==> src/core/lmis_consts.svh <==
`ifndef LMIS_CONSTS_SVH
`define LMIS_CONSTS_SVH

// ----------------------------------------------------------------
// Opcode patterns (14-bit instruction words)
// ----------------------------------------------------------------
`define LMIS_OP_NOP        14'h0000
`define LMIS_OP_RESET      14'h0001
`define LMIS_OP_OPTION     14'h0062
`define LMIS_MSK_BANK      14'h3FE0
`define LMIS_PAT_BANK      14'h0020
`define LMIS_MSK_PAGE      14'h3F80
`define LMIS_PAT_PAGE      14'h3180
`define LMIS_MSK_ACCLIT    14'h3F00
`define LMIS_PAT_ACCLIT    14'h3000
`define LMIS_MSK_STFILE    14'h3F80
`define LMIS_PAT_STFILE    14'h0080
`define LMIS_MSK_INDMODE   14'h3FF8
`define LMIS_PAT_INDMODE   14'h0018
`define LMIS_MSK_INDREL    14'h3F80
`define LMIS_PAT_INDREL    14'h3F80

// ----------------------------------------------------------------
// Field positions
// ----------------------------------------------------------------
`define LMIS_SEL_MODE_BIT  2
`define LMIS_SEL_REL_BIT   6
`define LMIS_FILE_IND0     7'h00
`define LMIS_FILE_IND1     7'h01

// ----------------------------------------------------------------
// Reset values
// ----------------------------------------------------------------
`define LMIS_RST_ACC       8'h00
`define LMIS_RST_BANK      5'h00
`define LMIS_RST_PAGE      7'h00
`define LMIS_RST_OPTION    8'hFF
`define LMIS_RST_PTR       16'h0000
`define LMIS_RST_STATUS    3'h0
`define LMIS_RST_SWFLAG    1'b1
`define LMIS_RST_PULSE     1'b0

`endif

==> src/core/lmis_pkg.sv <==
package lmis_pkg;

    // Decoded instruction class
    typedef enum {
        LMIS_I_NOP,
        LMIS_I_BANK,
        LMIS_I_PAGE,
        LMIS_I_ACCLIT,
        LMIS_I_STFILE,
        LMIS_I_STIND,
        LMIS_I_STREL,
        LMIS_I_OPTION,
        LMIS_I_RESET,
        LMIS_I_OTHER
    } lmis_instr_e;

    // Pointer update code
    typedef enum {
        LMIS_M_PREINC,
        LMIS_M_PREDEC,
        LMIS_M_POSTINC,
        LMIS_M_POSTDEC
    } lmis_mode_e;

    typedef logic [15:0] lmis_addr_t;

endpackage : lmis_pkg

==> src/core/lmis_ptr_unit.sv <==
`timescale 1ns/1ps
`default_nettype none

`include "lmis_consts.svh"

module lmis_ptr_unit
    import lmis_pkg::*;
(
    input  wire logic [15:0] ptr_i,
    input  wire logic [1:0]  code_i,
    input  wire logic        rel_i,
    input  wire logic [5:0]  offset_i,
    output logic      [15:0] addr_o,
    output logic      [15:0] ptr_nxt_o
);

    // ------------------------------------------------------------
    // Effective address and pointer update
    // ------------------------------------------------------------
    logic [15:0] inc_w;
    logic [15:0] dec_w;
    logic [15:0] off_w;

    // Wrap modulo 2^16 falls out of the 16-bit width
    assign inc_w = ptr_i + 16'h0001; // RQ9
    assign dec_w = ptr_i - 16'h0001; // RQ9
    assign off_w = ptr_i + {{10{offset_i[5]}}, offset_i}; // RQ7

    // Decode update code into address and new pointer
    always_comb
    begin
        if (rel_i)
        begin
            addr_o    = off_w; // RQ7
            ptr_nxt_o = ptr_i; // RQ7
        end
        else
        begin
            case (code_i)
                2'b00:   begin addr_o = inc_w; ptr_nxt_o = inc_w; end // RQ6
                2'b01:   begin addr_o = dec_w; ptr_nxt_o = dec_w; end // RQ6
                2'b10:   begin addr_o = ptr_i; ptr_nxt_o = inc_w; end // RQ8
                default: begin addr_o = ptr_i; ptr_nxt_o = dec_w; end // RQ8
            endcase
        end
    end

endmodule : lmis_ptr_unit

`default_nettype wire

==> src/core/lmis_core.sv <==
// Operation
// RQ1: Load-bank-literal writes its 5-bit operand into the bank select register, flags untouched.
// RQ2: Load-page-literal writes its 7-bit operand into the program counter high latch, flags untouched.
// RQ3: Load-acc-literal places its 8-bit value in the accumulator in one cycle, flags untouched.
// RQ4: Store-acc-file copies the accumulator to file address 0..127 in one cycle, flags untouched.
// RQ5: Store-acc-indirect writes the accumulator to the location the chosen pointer addresses; the window register redirects.
// RQ6: Update code 00 pre-inc, 01 pre-dec, 10 post-inc, 11 post-dec; pre-modes use the updated pointer.
// RQ7: Relative form addresses pointer plus signed offset -32..31 and leaves the pointer unchanged.
// RQ8: Increments leave old plus one, decrements old minus one; post-modes access the old value.
// RQ9: The pointer is 16 bits and wraps modulo 0000h..FFFFh.
// RQ10: Pointer updates never touch any status flag.
// RQ11: Load-options copies the accumulator to the options register, flags untouched.
// RQ12: Software reset requests a full device reset and clears the software reset flag.
// RQ13: No-operation takes one cycle and changes nothing but the program counter.
`timescale 1ns/1ps
`default_nettype none

`include "lmis_consts.svh"

module lmis_core
    import lmis_pkg::*;
(
    input  wire logic        clk_i,
    input  wire logic        rst_i,
    input  wire logic        ce_i,
    input  wire logic        instr_valid_i,
    input  wire logic [13:0] instr_i,
    input  wire logic [2:0]  status_i,
    input  wire logic        swflag_set_i,
    output logic      [7:0]  acc_o,
    output logic      [4:0]  bank_select_o,
    output logic      [6:0]  program_counter_high_latch_o,
    output logic      [7:0]  option_o,
    output logic      [15:0] indirect_pointer0_o,
    output logic      [15:0] indirect_pointer1_o,
    output logic      [2:0]  status_o,
    output logic             software_reset_flag_o,
    output logic             mem_we_o,
    output logic      [15:0] mem_addr_o,
    output logic      [7:0]  mem_wdata_o,
    output logic             file_we_o,
    output logic      [6:0]  file_addr_o,
    output logic             pc_adv_o,
    output logic             dev_reset_o
);

    // ------------------------------------------------------------
    // State
    // ------------------------------------------------------------
    typedef struct packed {
        logic [7:0]  acc;
        logic [4:0]  bank;
        logic [6:0]  page;
        logic [7:0]  option;
        logic [15:0] ptr0;
        logic [15:0] ptr1;
        logic [2:0]  status;
        logic        swflag;
        logic        mem_we;
        logic [15:0] mem_addr;
        logic [7:0]  mem_wdata;
        logic        file_we;
        logic [6:0]  file_addr;
        logic        pc_adv;
        logic        dev_reset;
    } lmis_state_s;

    lmis_state_s st_r;
    lmis_state_s st_nxt;

    // ------------------------------------------------------------
    // Decode
    // ------------------------------------------------------------
    function automatic lmis_instr_e lmis_decode(input logic [13:0] w);
        lmis_instr_e c;
        c = LMIS_I_OTHER;
        if (w == `LMIS_OP_NOP)
            c = LMIS_I_NOP;
        else if (w == `LMIS_OP_RESET)
            c = LMIS_I_RESET;
        else if (w == `LMIS_OP_OPTION)
            c = LMIS_I_OPTION;
        else if ((w & `LMIS_MSK_BANK) == `LMIS_PAT_BANK)
            c = LMIS_I_BANK;
        else if ((w & `LMIS_MSK_PAGE) == `LMIS_PAT_PAGE)
            c = LMIS_I_PAGE;
        else if ((w & `LMIS_MSK_ACCLIT) == `LMIS_PAT_ACCLIT)
            c = LMIS_I_ACCLIT;
        else if ((w & `LMIS_MSK_STFILE) == `LMIS_PAT_STFILE)
            c = LMIS_I_STFILE;
        else if ((w & `LMIS_MSK_INDMODE) == `LMIS_PAT_INDMODE)
            c = LMIS_I_STIND;
        else if ((w & `LMIS_MSK_INDREL) == `LMIS_PAT_INDREL)
            c = LMIS_I_STREL;
        return c;
    endfunction : lmis_decode

    lmis_instr_e cls_w;
    logic        sel_w;
    logic [15:0] sel_ptr_w;
    logic [15:0] eff_addr_w;
    logic [15:0] ptr_upd_w;

    assign cls_w     = lmis_decode(instr_i);
    assign sel_w     = (cls_w == LMIS_I_STREL) ? instr_i[`LMIS_SEL_REL_BIT]
                                               : instr_i[`LMIS_SEL_MODE_BIT];
    assign sel_ptr_w = sel_w ? st_r.ptr1 : st_r.ptr0;

    // Pointer arithmetic
    lmis_ptr_unit u_ptr (
        .ptr_i     (sel_ptr_w),
        .code_i    (instr_i[1:0]),
        .rel_i     (cls_w == LMIS_I_STREL),
        .offset_i  (instr_i[5:0]),
        .addr_o    (eff_addr_w),
        .ptr_nxt_o (ptr_upd_w)
    );

    // ------------------------------------------------------------
    // Next state
    // ------------------------------------------------------------
    always_comb
    begin
        st_nxt           = st_r;
        st_nxt.mem_we    = 1'b0;
        st_nxt.file_we   = 1'b0;
        st_nxt.pc_adv    = 1'b0;
        st_nxt.dev_reset = 1'b0;
        st_nxt.status    = status_i; // Flags owned elsewhere; no op here alters them
        if (instr_valid_i)
        begin
            st_nxt.pc_adv = 1'b1; // RQ13
            case (cls_w)
                LMIS_I_NOP:    st_nxt.pc_adv = 1'b1; // RQ13
                LMIS_I_BANK:   st_nxt.bank = instr_i[4:0]; // RQ1
                LMIS_I_PAGE:   st_nxt.page = instr_i[6:0]; // RQ2
                LMIS_I_ACCLIT: st_nxt.acc = instr_i[7:0]; // RQ3
                LMIS_I_OPTION: st_nxt.option = st_r.acc; // RQ11
                LMIS_I_STFILE:
                begin
                    // Window address redirects through the pointer
                    if (instr_i[6:0] == `LMIS_FILE_IND0 || instr_i[6:0] == `LMIS_FILE_IND1)
                    begin
                        st_nxt.mem_we    = 1'b1; // RQ5
                        st_nxt.mem_addr  = instr_i[0] ? st_r.ptr1 : st_r.ptr0; // RQ5
                        st_nxt.mem_wdata = st_r.acc;
                    end
                    else
                    begin
                        st_nxt.file_we   = 1'b1; // RQ4
                        st_nxt.file_addr = instr_i[6:0]; // RQ4
                        st_nxt.mem_wdata = st_r.acc; // RQ4
                    end
                end
                LMIS_I_STIND, LMIS_I_STREL:
                begin
                    st_nxt.mem_we    = 1'b1; // RQ5
                    st_nxt.mem_addr  = eff_addr_w; // RQ6
                    st_nxt.mem_wdata = st_r.acc; // RQ5
                    // Pointer write leaves status untouched
                    if (sel_w)
                        st_nxt.ptr1 = ptr_upd_w; // RQ10
                    else
                        st_nxt.ptr0 = ptr_upd_w; // RQ10
                end
                LMIS_I_RESET:
                begin
                    st_nxt.dev_reset = 1'b1; // RQ12
                    st_nxt.swflag    = 1'b0; // RQ12
                    st_nxt.pc_adv    = 1'b0;
                end
                default: st_nxt.pc_adv = 1'b1;
            endcase
        end
        // Set request wins over a clear by the reset instruction in the same cycle
        if (swflag_set_i)
            st_nxt.swflag = 1'b1;
    end

    // ------------------------------------------------------------
    // Registers
    // ------------------------------------------------------------
    always_ff @(posedge clk_i or posedge rst_i)
    begin
        if (rst_i)
        begin
            st_r.acc       <= `LMIS_RST_ACC;
            st_r.bank      <= `LMIS_RST_BANK;
            st_r.page      <= `LMIS_RST_PAGE;
            st_r.option    <= `LMIS_RST_OPTION;
            st_r.ptr0      <= `LMIS_RST_PTR;
            st_r.ptr1      <= `LMIS_RST_PTR;
            st_r.status    <= `LMIS_RST_STATUS;
            st_r.swflag    <= `LMIS_RST_SWFLAG;
            st_r.mem_we    <= `LMIS_RST_PULSE;
            st_r.mem_addr  <= `LMIS_RST_PTR;
            st_r.mem_wdata <= `LMIS_RST_ACC;
            st_r.file_we   <= `LMIS_RST_PULSE;
            st_r.file_addr <= `LMIS_RST_PAGE;
            st_r.pc_adv    <= `LMIS_RST_PULSE;
            st_r.dev_reset <= `LMIS_RST_PULSE;
        end
        else if (ce_i)
        begin
            st_r <= st_nxt;
        end
    end

    assign acc_o                        = st_r.acc;
    assign bank_select_o                = st_r.bank;
    assign program_counter_high_latch_o = st_r.page;
    assign option_o                     = st_r.option;
    assign indirect_pointer0_o          = st_r.ptr0;
    assign indirect_pointer1_o          = st_r.ptr1;
    assign status_o                     = st_r.status;
    assign software_reset_flag_o        = st_r.swflag;
    assign mem_we_o                     = st_r.mem_we;
    assign mem_addr_o                   = st_r.mem_addr;
    assign mem_wdata_o                  = st_r.mem_wdata;
    assign file_we_o                    = st_r.file_we;
    assign file_addr_o                  = st_r.file_addr;
    assign pc_adv_o                     = st_r.pc_adv;
    assign dev_reset_o                  = st_r.dev_reset;

    // ------------------------------------------------------------
    // Checks
    // ------------------------------------------------------------
    a_bank_load: assert property (@(posedge clk_i) disable iff (rst_i) // RQ1
        ce_i && instr_valid_i && cls_w == LMIS_I_BANK |=> bank_select_o == $past(instr_i[4:0]))
        else $error("bank select not loaded");
    a_page_load: assert property (@(posedge clk_i) disable iff (rst_i) // RQ2
        ce_i && instr_valid_i && cls_w == LMIS_I_PAGE
        |=> program_counter_high_latch_o == $past(instr_i[6:0]))
        else $error("page latch not loaded");
    a_acc_load: assert property (@(posedge clk_i) disable iff (rst_i) // RQ3
        ce_i && instr_valid_i && cls_w == LMIS_I_ACCLIT |=> acc_o == $past(instr_i[7:0]))
        else $error("accumulator not loaded");
    a_file_store: assert property (@(posedge clk_i) disable iff (rst_i) // RQ4
        ce_i && instr_valid_i && cls_w == LMIS_I_STFILE && instr_i[6:1] != 6'h00
        |=> file_we_o && file_addr_o == $past(instr_i[6:0]) && mem_wdata_o == $past(acc_o))
        else $error("file store wrong");
    a_ind_store: assert property (@(posedge clk_i) disable iff (rst_i) // RQ5
        ce_i && instr_valid_i && cls_w == LMIS_I_STIND
        |=> mem_we_o && mem_wdata_o == $past(acc_o))
        else $error("indirect store missing");
    a_preinc_addr: assert property (@(posedge clk_i) disable iff (rst_i) // RQ6
        ce_i && instr_valid_i && cls_w == LMIS_I_STIND && instr_i[2:0] == 3'b000
        |=> mem_addr_o == $past(indirect_pointer0_o) + 16'h0001
            && indirect_pointer0_o == mem_addr_o)
        else $error("pre-increment address wrong");
    a_rel_keep: assert property (@(posedge clk_i) disable iff (rst_i) // RQ7
        ce_i && instr_valid_i && cls_w == LMIS_I_STREL
        |=> $stable(indirect_pointer0_o) && $stable(indirect_pointer1_o))
        else $error("relative move changed pointer");
    a_postdec_ptr: assert property (@(posedge clk_i) disable iff (rst_i) // RQ8
        ce_i && instr_valid_i && cls_w == LMIS_I_STIND && instr_i[2:0] == 3'b111
        |=> mem_addr_o == $past(indirect_pointer1_o)
            && indirect_pointer1_o == $past(indirect_pointer1_o) - 16'h0001)
        else $error("post-decrement wrong");
    a_opt_load: assert property (@(posedge clk_i) disable iff (rst_i) // RQ11
        ce_i && instr_valid_i && cls_w == LMIS_I_OPTION |=> option_o == $past(acc_o))
        else $error("options not loaded");
    a_soft_reset: assert property (@(posedge clk_i) disable iff (rst_i) // RQ12
        ce_i && instr_valid_i && cls_w == LMIS_I_RESET && !swflag_set_i
        |=> dev_reset_o && !software_reset_flag_o ##1 !dev_reset_o || !$past(ce_i))
        else $error("software reset wrong");
    a_nop_quiet: assert property (@(posedge clk_i) disable iff (rst_i) // RQ13
        ce_i && instr_valid_i && cls_w == LMIS_I_NOP
        |=> pc_adv_o && !mem_we_o && !file_we_o && $stable(acc_o))
        else $error("nop changed state");
    a_status_keep: assert property (@(posedge clk_i) disable iff (rst_i) // RQ10
        ce_i |=> status_o == $past(status_i))
        else $error("status flags altered");
    a_flag_set: assert property (@(posedge clk_i) disable iff (rst_i) // RQ12
        ce_i && swflag_set_i |=> software_reset_flag_o)
        else $error("software reset flag set lost");

endmodule : lmis_core

`default_nettype wire

==> config.mk <==
export PLATFORM = sky130hd
export DESIGN_NAME = lmis_core
export DESIGN_NICKNAME = d
export VERILOG_FILES = /design/src/core/lmis_pkg.sv /design/src/core/lmis_ptr_unit.sv /design/src/core/lmis_core.sv
export VERILOG_INCLUDE_DIRS = /design/src /design/src/core
export SDC_FILE = /design/constraint.sdc
export NUM_CORES = 1
export LEC_CHECK = 0
export ABC_CLOCK_PERIOD_IN_PS = 4210
export BUFFER_PORTS_ARGS = -buffer_cell sky130_fd_sc_hd__buf_2
export CELL_PAD_IN_SITES_DETAIL_PLACEMENT = 1
export CELL_PAD_IN_SITES_GLOBAL_PLACEMENT = 2
export CORE_MARGIN = 2
export CORE_UTILIZATION = 35
export CTS_CLUSTER_DIAMETER = 200
export DETAILED_ROUTE_END_ITERATION = 6
export PLACE_DENSITY = 0.8
export SETUP_SLACK_MARGIN = 0.15
export SLEW_MARGIN = 20
export SYNTH_ARGS = -nofsm -noshare
export SYNTH_HDL_FRONTEND = slang
export SYNTH_SLANG_ARGS = --single-unit
==> constraint.sdc <==
create_clock -name clk_i -period 4.21 [get_ports clk_i]
set_input_delay 0.6315 -clock clk_i [delete_from_list [all_inputs] [get_ports clk_i]]
set_output_delay 0.6315 -clock clk_i [all_outputs]
set_load 0.02 [all_outputs]
==> Implementation_results.wiki <==
{| class="wikitable"
! Metric !! Value
|-
| Outcome || complete, no violations
|-
| Effective utilization at floorplan || 35.5%
|-
| Origin of the critical flop-to-flop path || indirect_pointer0_o[0]$_DFFE_PP0P_
|-
| Largest incremental delay on the critical path || 0.43 ns
|-
| Inserted Diodes || 0
|-
| Via density per instance || 5.63
|-
| Number of different library cells in the post-synthesis netlist || 65
|-
| Synth Net Count || 691
|-
| Number of antenna violations at the first check in global routing || 0
|-
| DRC Markers || 0
|-
| Die X || roughly 140 microns
|-
| Crit Path Class || in -> reg
|-
| Vias after detailed routing || a little under 6,000
|-
| Top layer used by detailed routing || met4
|-
| Total of cells resized after clock tree synthesis || 0
|-
| Sequential fraction of the synthesis area || 39.3%
|-
| Crit path from || instr_i[10]
|-
| Met1 WL || 9.97 mm
|-
| Number of hold-repair buffers added at the cts stage || 0
|-
| Number of top-level pins || 121
|-
| Routed wire length || 22.5 mm
|-
| Worst setup skew after layout || 0.00881 ns
|-
| GR Util All Layers || approximately a quarter
|-
| Worst Path Required || between 4 and 5 ns
|-
| Worst hold-check path type || in -> async
|-
| Synth-to-layout area growth || 21.2%
|-
| Slowest CP cell || sky130_fd_sc_hd__mux2_2
|-
| Routability Congestion || 0.949
|-
| Vias in the first global route || ~6,100
|-
| Synthesized instance count || 651
|-
| Worst Path Buf+Inv || 2
|-
| TritonCTS buffer count || 9
|-
| RSZ-0062 raised after global routing || no
|-
| Post-route setup TNS || 0 ns
|-
| Number of cells on the worst reg-to-reg path || 16
|-
| Number of cells on the critical path || 15
|-
| Share of async-settable or async-resettable flops after synthesis || 100%
|-
| Summed instance area of the synthesized netlist || 6330 sq um
|-
| Signal arrival time at the worst endpoint || 4.04 ns
|-
| Final period util || roughly nine tenths
|-
| CTS clock-pin slew for the worst setup and hold paths || 0.09 ns
|-
| Worst-Margin Slew || 0.890 ns
|-
| Endpoint kind of the worst setup timing path || flip-flop
|-
| CP cell instances || buf_2 -> and4_2 -> buf_4 -> and3_1 -> a21oi_2 -> mux2_2 -> ha_1 -> a21o_1 -> a21oi_1 -> nand2_1 -> a311oi_1 -> nor3_1 -> o21ai_0 -> o31ai_1 -> a221o_1
|-
| Placement Rows || 49
|-
| Std-Cell Core Area || 17,800 sq um
|-
| TritonCTS clock tree || built
|-
| Clock insertion delay at the later pin of the skew report || 0.36 ns
|-
| Critical path destination || mem_addr_o[14]$_DFFE_PP0P_
|-
| Die Footprint || 19,200 sq um
|-
| Maximum number of pins on one net before global-route repair || 71
|-
| Post-detailed-route count of antenna-violating nets || 0
|-
| Peak supply drop || 0.000222 V
|-
| Warning count from the yosys run || 0
|-
| Routed length per instance || roughly 22 microns
|-
| Pwr dens || about 300 nW/um^2
|-
| Maximum net fanout on the critical path || 6
|-
| Number of placed cells counting well taps || 1,009
|-
| Maximum clock path buffer count || 2
|-
| Clock root buffer || sky130_fd_sc_hd__clkbuf_16
|-
| Reg-to-Reg End || mem_addr_o[14]$_DFFE_PP0P_
|-
| Flop-to-flop setup slack || 0.65 ns
|-
| Overall die height || around 140 microns
|-
| Routed length on met3 || 1.08 mm
|-
| Net total in the final layout || about 830
|-
| Count of TritonRoute iterations in the first routing pass || 4
|-
| First-pass GRT wire length || 35.6 mm
|-
| Post-CTS Repair Setup Buffers || 0
|-
| Cell class contributing the biggest share of worst-path delay || compound AO/OA/AOI/OAI gates
|-
| Slew Limit Fails || 0
|-
| Total length of routed met2 wires || 10.7 mm
|-
| Remaining Overflow, GRT || 0
|-
| Mean post-synth cell area || between 9 and 10 sq um
|-
| CTS sink cnt || 99
|-
| Setup violations, final || 0
|-
| IO buf count || 120
|-
| Synth Register Bits || 99
|-
| HPWL after DPL || ~17 mm
|-
| Launching element type of the critical path || input port
|-
| First-iteration detailed-routing DRC count || 346
|-
| EDFF count, synth || 0
|-
| Layout cell share with drive strength beyond 1 || 33.4%
|-
| Final number of hold-violating endpoints || 0
|-
| Shortest period the worst path allows || 3.79 ns
|-
| Worst slew margin relative to its limit || 40.7%
|-
| Highest attainable clock frequency || 0.264 GHz
|-
| Maximum Capacitance Violations || 0
|-
| Static Leakage || 3.77 nW
|-
| Final standard cell count with taps included and fillers excluded || 1,025
|-
| Top FF cell, synth || sky130_fd_sc_hd__dfrtp_1
|-
| # H-tree levels || 3
|}
## placed cells by master (no fill, tap or decap), drive strengths merged, types with 3 or more instances in the layout
cell,instances
o221ai,5
nand3,16
a21oi,40
o22ai,4
or3,9
and4,5
a21o,6
dfrtp,90
clkbuf,9
nor3,25
nand2b,16
o21a,6
a211oi,13
inv,28
nor2,49
a311oi,8
o21ai,49
a221oi,3
buf,155
mux2,55
mux2i,21
and2,3
dfstp,9
nand2,56
a31oi,3
xor2,19
nor4,4
or4,5
xnor2,28
a22oi,3
ha,17
nand4,13
## flip-flops by register name, indices dropped and copies added, names as in the netlist
name and cells:
option_o 8, mem_we_o 1, mem_wdata_o 8, mem_addr_o 16
software_reset_flag_o 1, file_addr_o 7, acc_o 8, indirect_pointer1_o 16
bank_select_o 5, pc_adv_o 1, program_counter_high_latch_o 7, file_we_o 1
status_o 3, dev_reset_o 1, indirect_pointer0_o 16
## worst min-delay path by stage
stage,startpoint,end,slack (ns),cells after the start
6_report,rst_i,acc_o[4]$_DFFE_PP0P_,0.46,2
5_1_grt,status_i[2],status_o[2]$_DFFE_PP0P_,0.49,2
4_1_cts,status_i[2],status_o[2]$_DFFE_PP0P_,0.48,2
3_5_place_dp,mem_addr_o[2]$_DFFE_PP0P_,mem_addr_o[2]$_DFFE_PP0P_,0.49,2
3_3_place_gp,mem_addr_o[6]$_DFFE_PP0P_,mem_addr_o[6]$_DFFE_PP0P_,0.47,2
2_1_floorplan,software_reset_flag_o$_DFFE_PP1P_,software_reset_flag_o$_DFFE_PP1P_,0.59,1
## final cells by class
class                   count  area, sq um
fillers                  2077        10200
multi-input cells         503         3630
flip-flops and latches     99         2490
repair buffers            155          863
well taps                 229          287
clock buffers               9          225
inverters                  23         88.8
clock inverters             7         83.8
## metal layers
metal	global-route usage, %	vias to the layer above
li1	-	2650
met1	31.6	2914
met2	38.2	165
met3	3.67	43
met4	9.13	0
met5	0	-
## worst reg2reg max path: stages (launching register included)
cell and delay [ns]:
sky130_fd_sc_hd__dfrtp_1 0.49, sky130_fd_sc_hd__nand2b_1 0.10, sky130_fd_sc_hd__a211oi_1 0.43, sky130_fd_sc_hd__a311oi_4 0.07, sky130_fd_sc_hd__inv_1 0.11, sky130_fd_sc_hd__ha_1 0.20, sky130_fd_sc_hd__inv_1 0.07, sky130_fd_sc_hd__fa_1 0.42
sky130_fd_sc_hd__nor2b_1 0.18, sky130_fd_sc_hd__o31a_1 0.20, sky130_fd_sc_hd__o211ai_1 0.10, sky130_fd_sc_hd__nand2_1 0.16, sky130_fd_sc_hd__a311oi_1 0.15, sky130_fd_sc_hd__o21a_1 0.21, sky130_fd_sc_hd__o21ai_0 0.18, sky130_fd_sc_hd__o31ai_1 0.10
sky130_fd_sc_hd__a221o_1 0.30
## cell families (layout without fill, tap and decap cells)
logic type	after synthesis	after routing	share of synthesized area, %
buffers and inverters	49	194	3.28
AND/OR/NAND/NOR	211	211	17.6
XOR/XNOR	47	47	6.51
flip-flops	99	99	39.3
multiplexers	76	76	13.1
adder cells (fa/ha/maj)	18	18	3.68
AO/OA/AOI/OAI	151	151	16.5
## synthesized netlist by cell type (all sizes together) (6+ instances only)
master  count  area share, %
a211oi     13            1.6
nand2      56            3.4
xnor2      28            3.9
a21o        6           0.71
a21oi      40            3.4
inv        23            1.4
mux2i      21            3.3
xor2       19            2.6
o21ai      49            3.9
or3         9           0.89
o21a        6           0.71
dfrtp      90             36
nor2       49            2.9
a311oi      8            2.5
ha         17            3.4
nand3      16            1.3
nand2b     16            1.6
clkbuf     15           0.89
buf        11            1.0
mux2       55            9.8
nor3       25            2.1
nand4      13            1.7
dfstp       9            3.7
## report_power, final
group          internal (W)  total (W)  switching [W]
combinational      0.000147   0.000400       0.000252
clock              0.000431   0.000872       0.000441
sequential         0.000981    0.00101      0.0000303
total               0.00156    0.00228       0.000723
## per-stage QoR
stage | total power [W] | area, sq um | hold slack, ns | utilization, % | setup slack [ns]
final | 0.00228 | 7670 | 0.463 | 43.0 | 0.420
after global routing | 0.00239 | 7670 | 0.491 | 43.0 | 0.180
after CTS | 0.00231 | 7670 | 0.484 | 43.0 | 0.373
after detailed placement | 0.00143 | 7360 | 0.487 | 41.2 | 0.0487
after global placement | 0.00142 | 7360 | 0.473 | 41.2 | 0.144
after floorplan | 0.00128 | 6330 | 0.587 | - | 0.375
(Power assumes the default switching activity.)
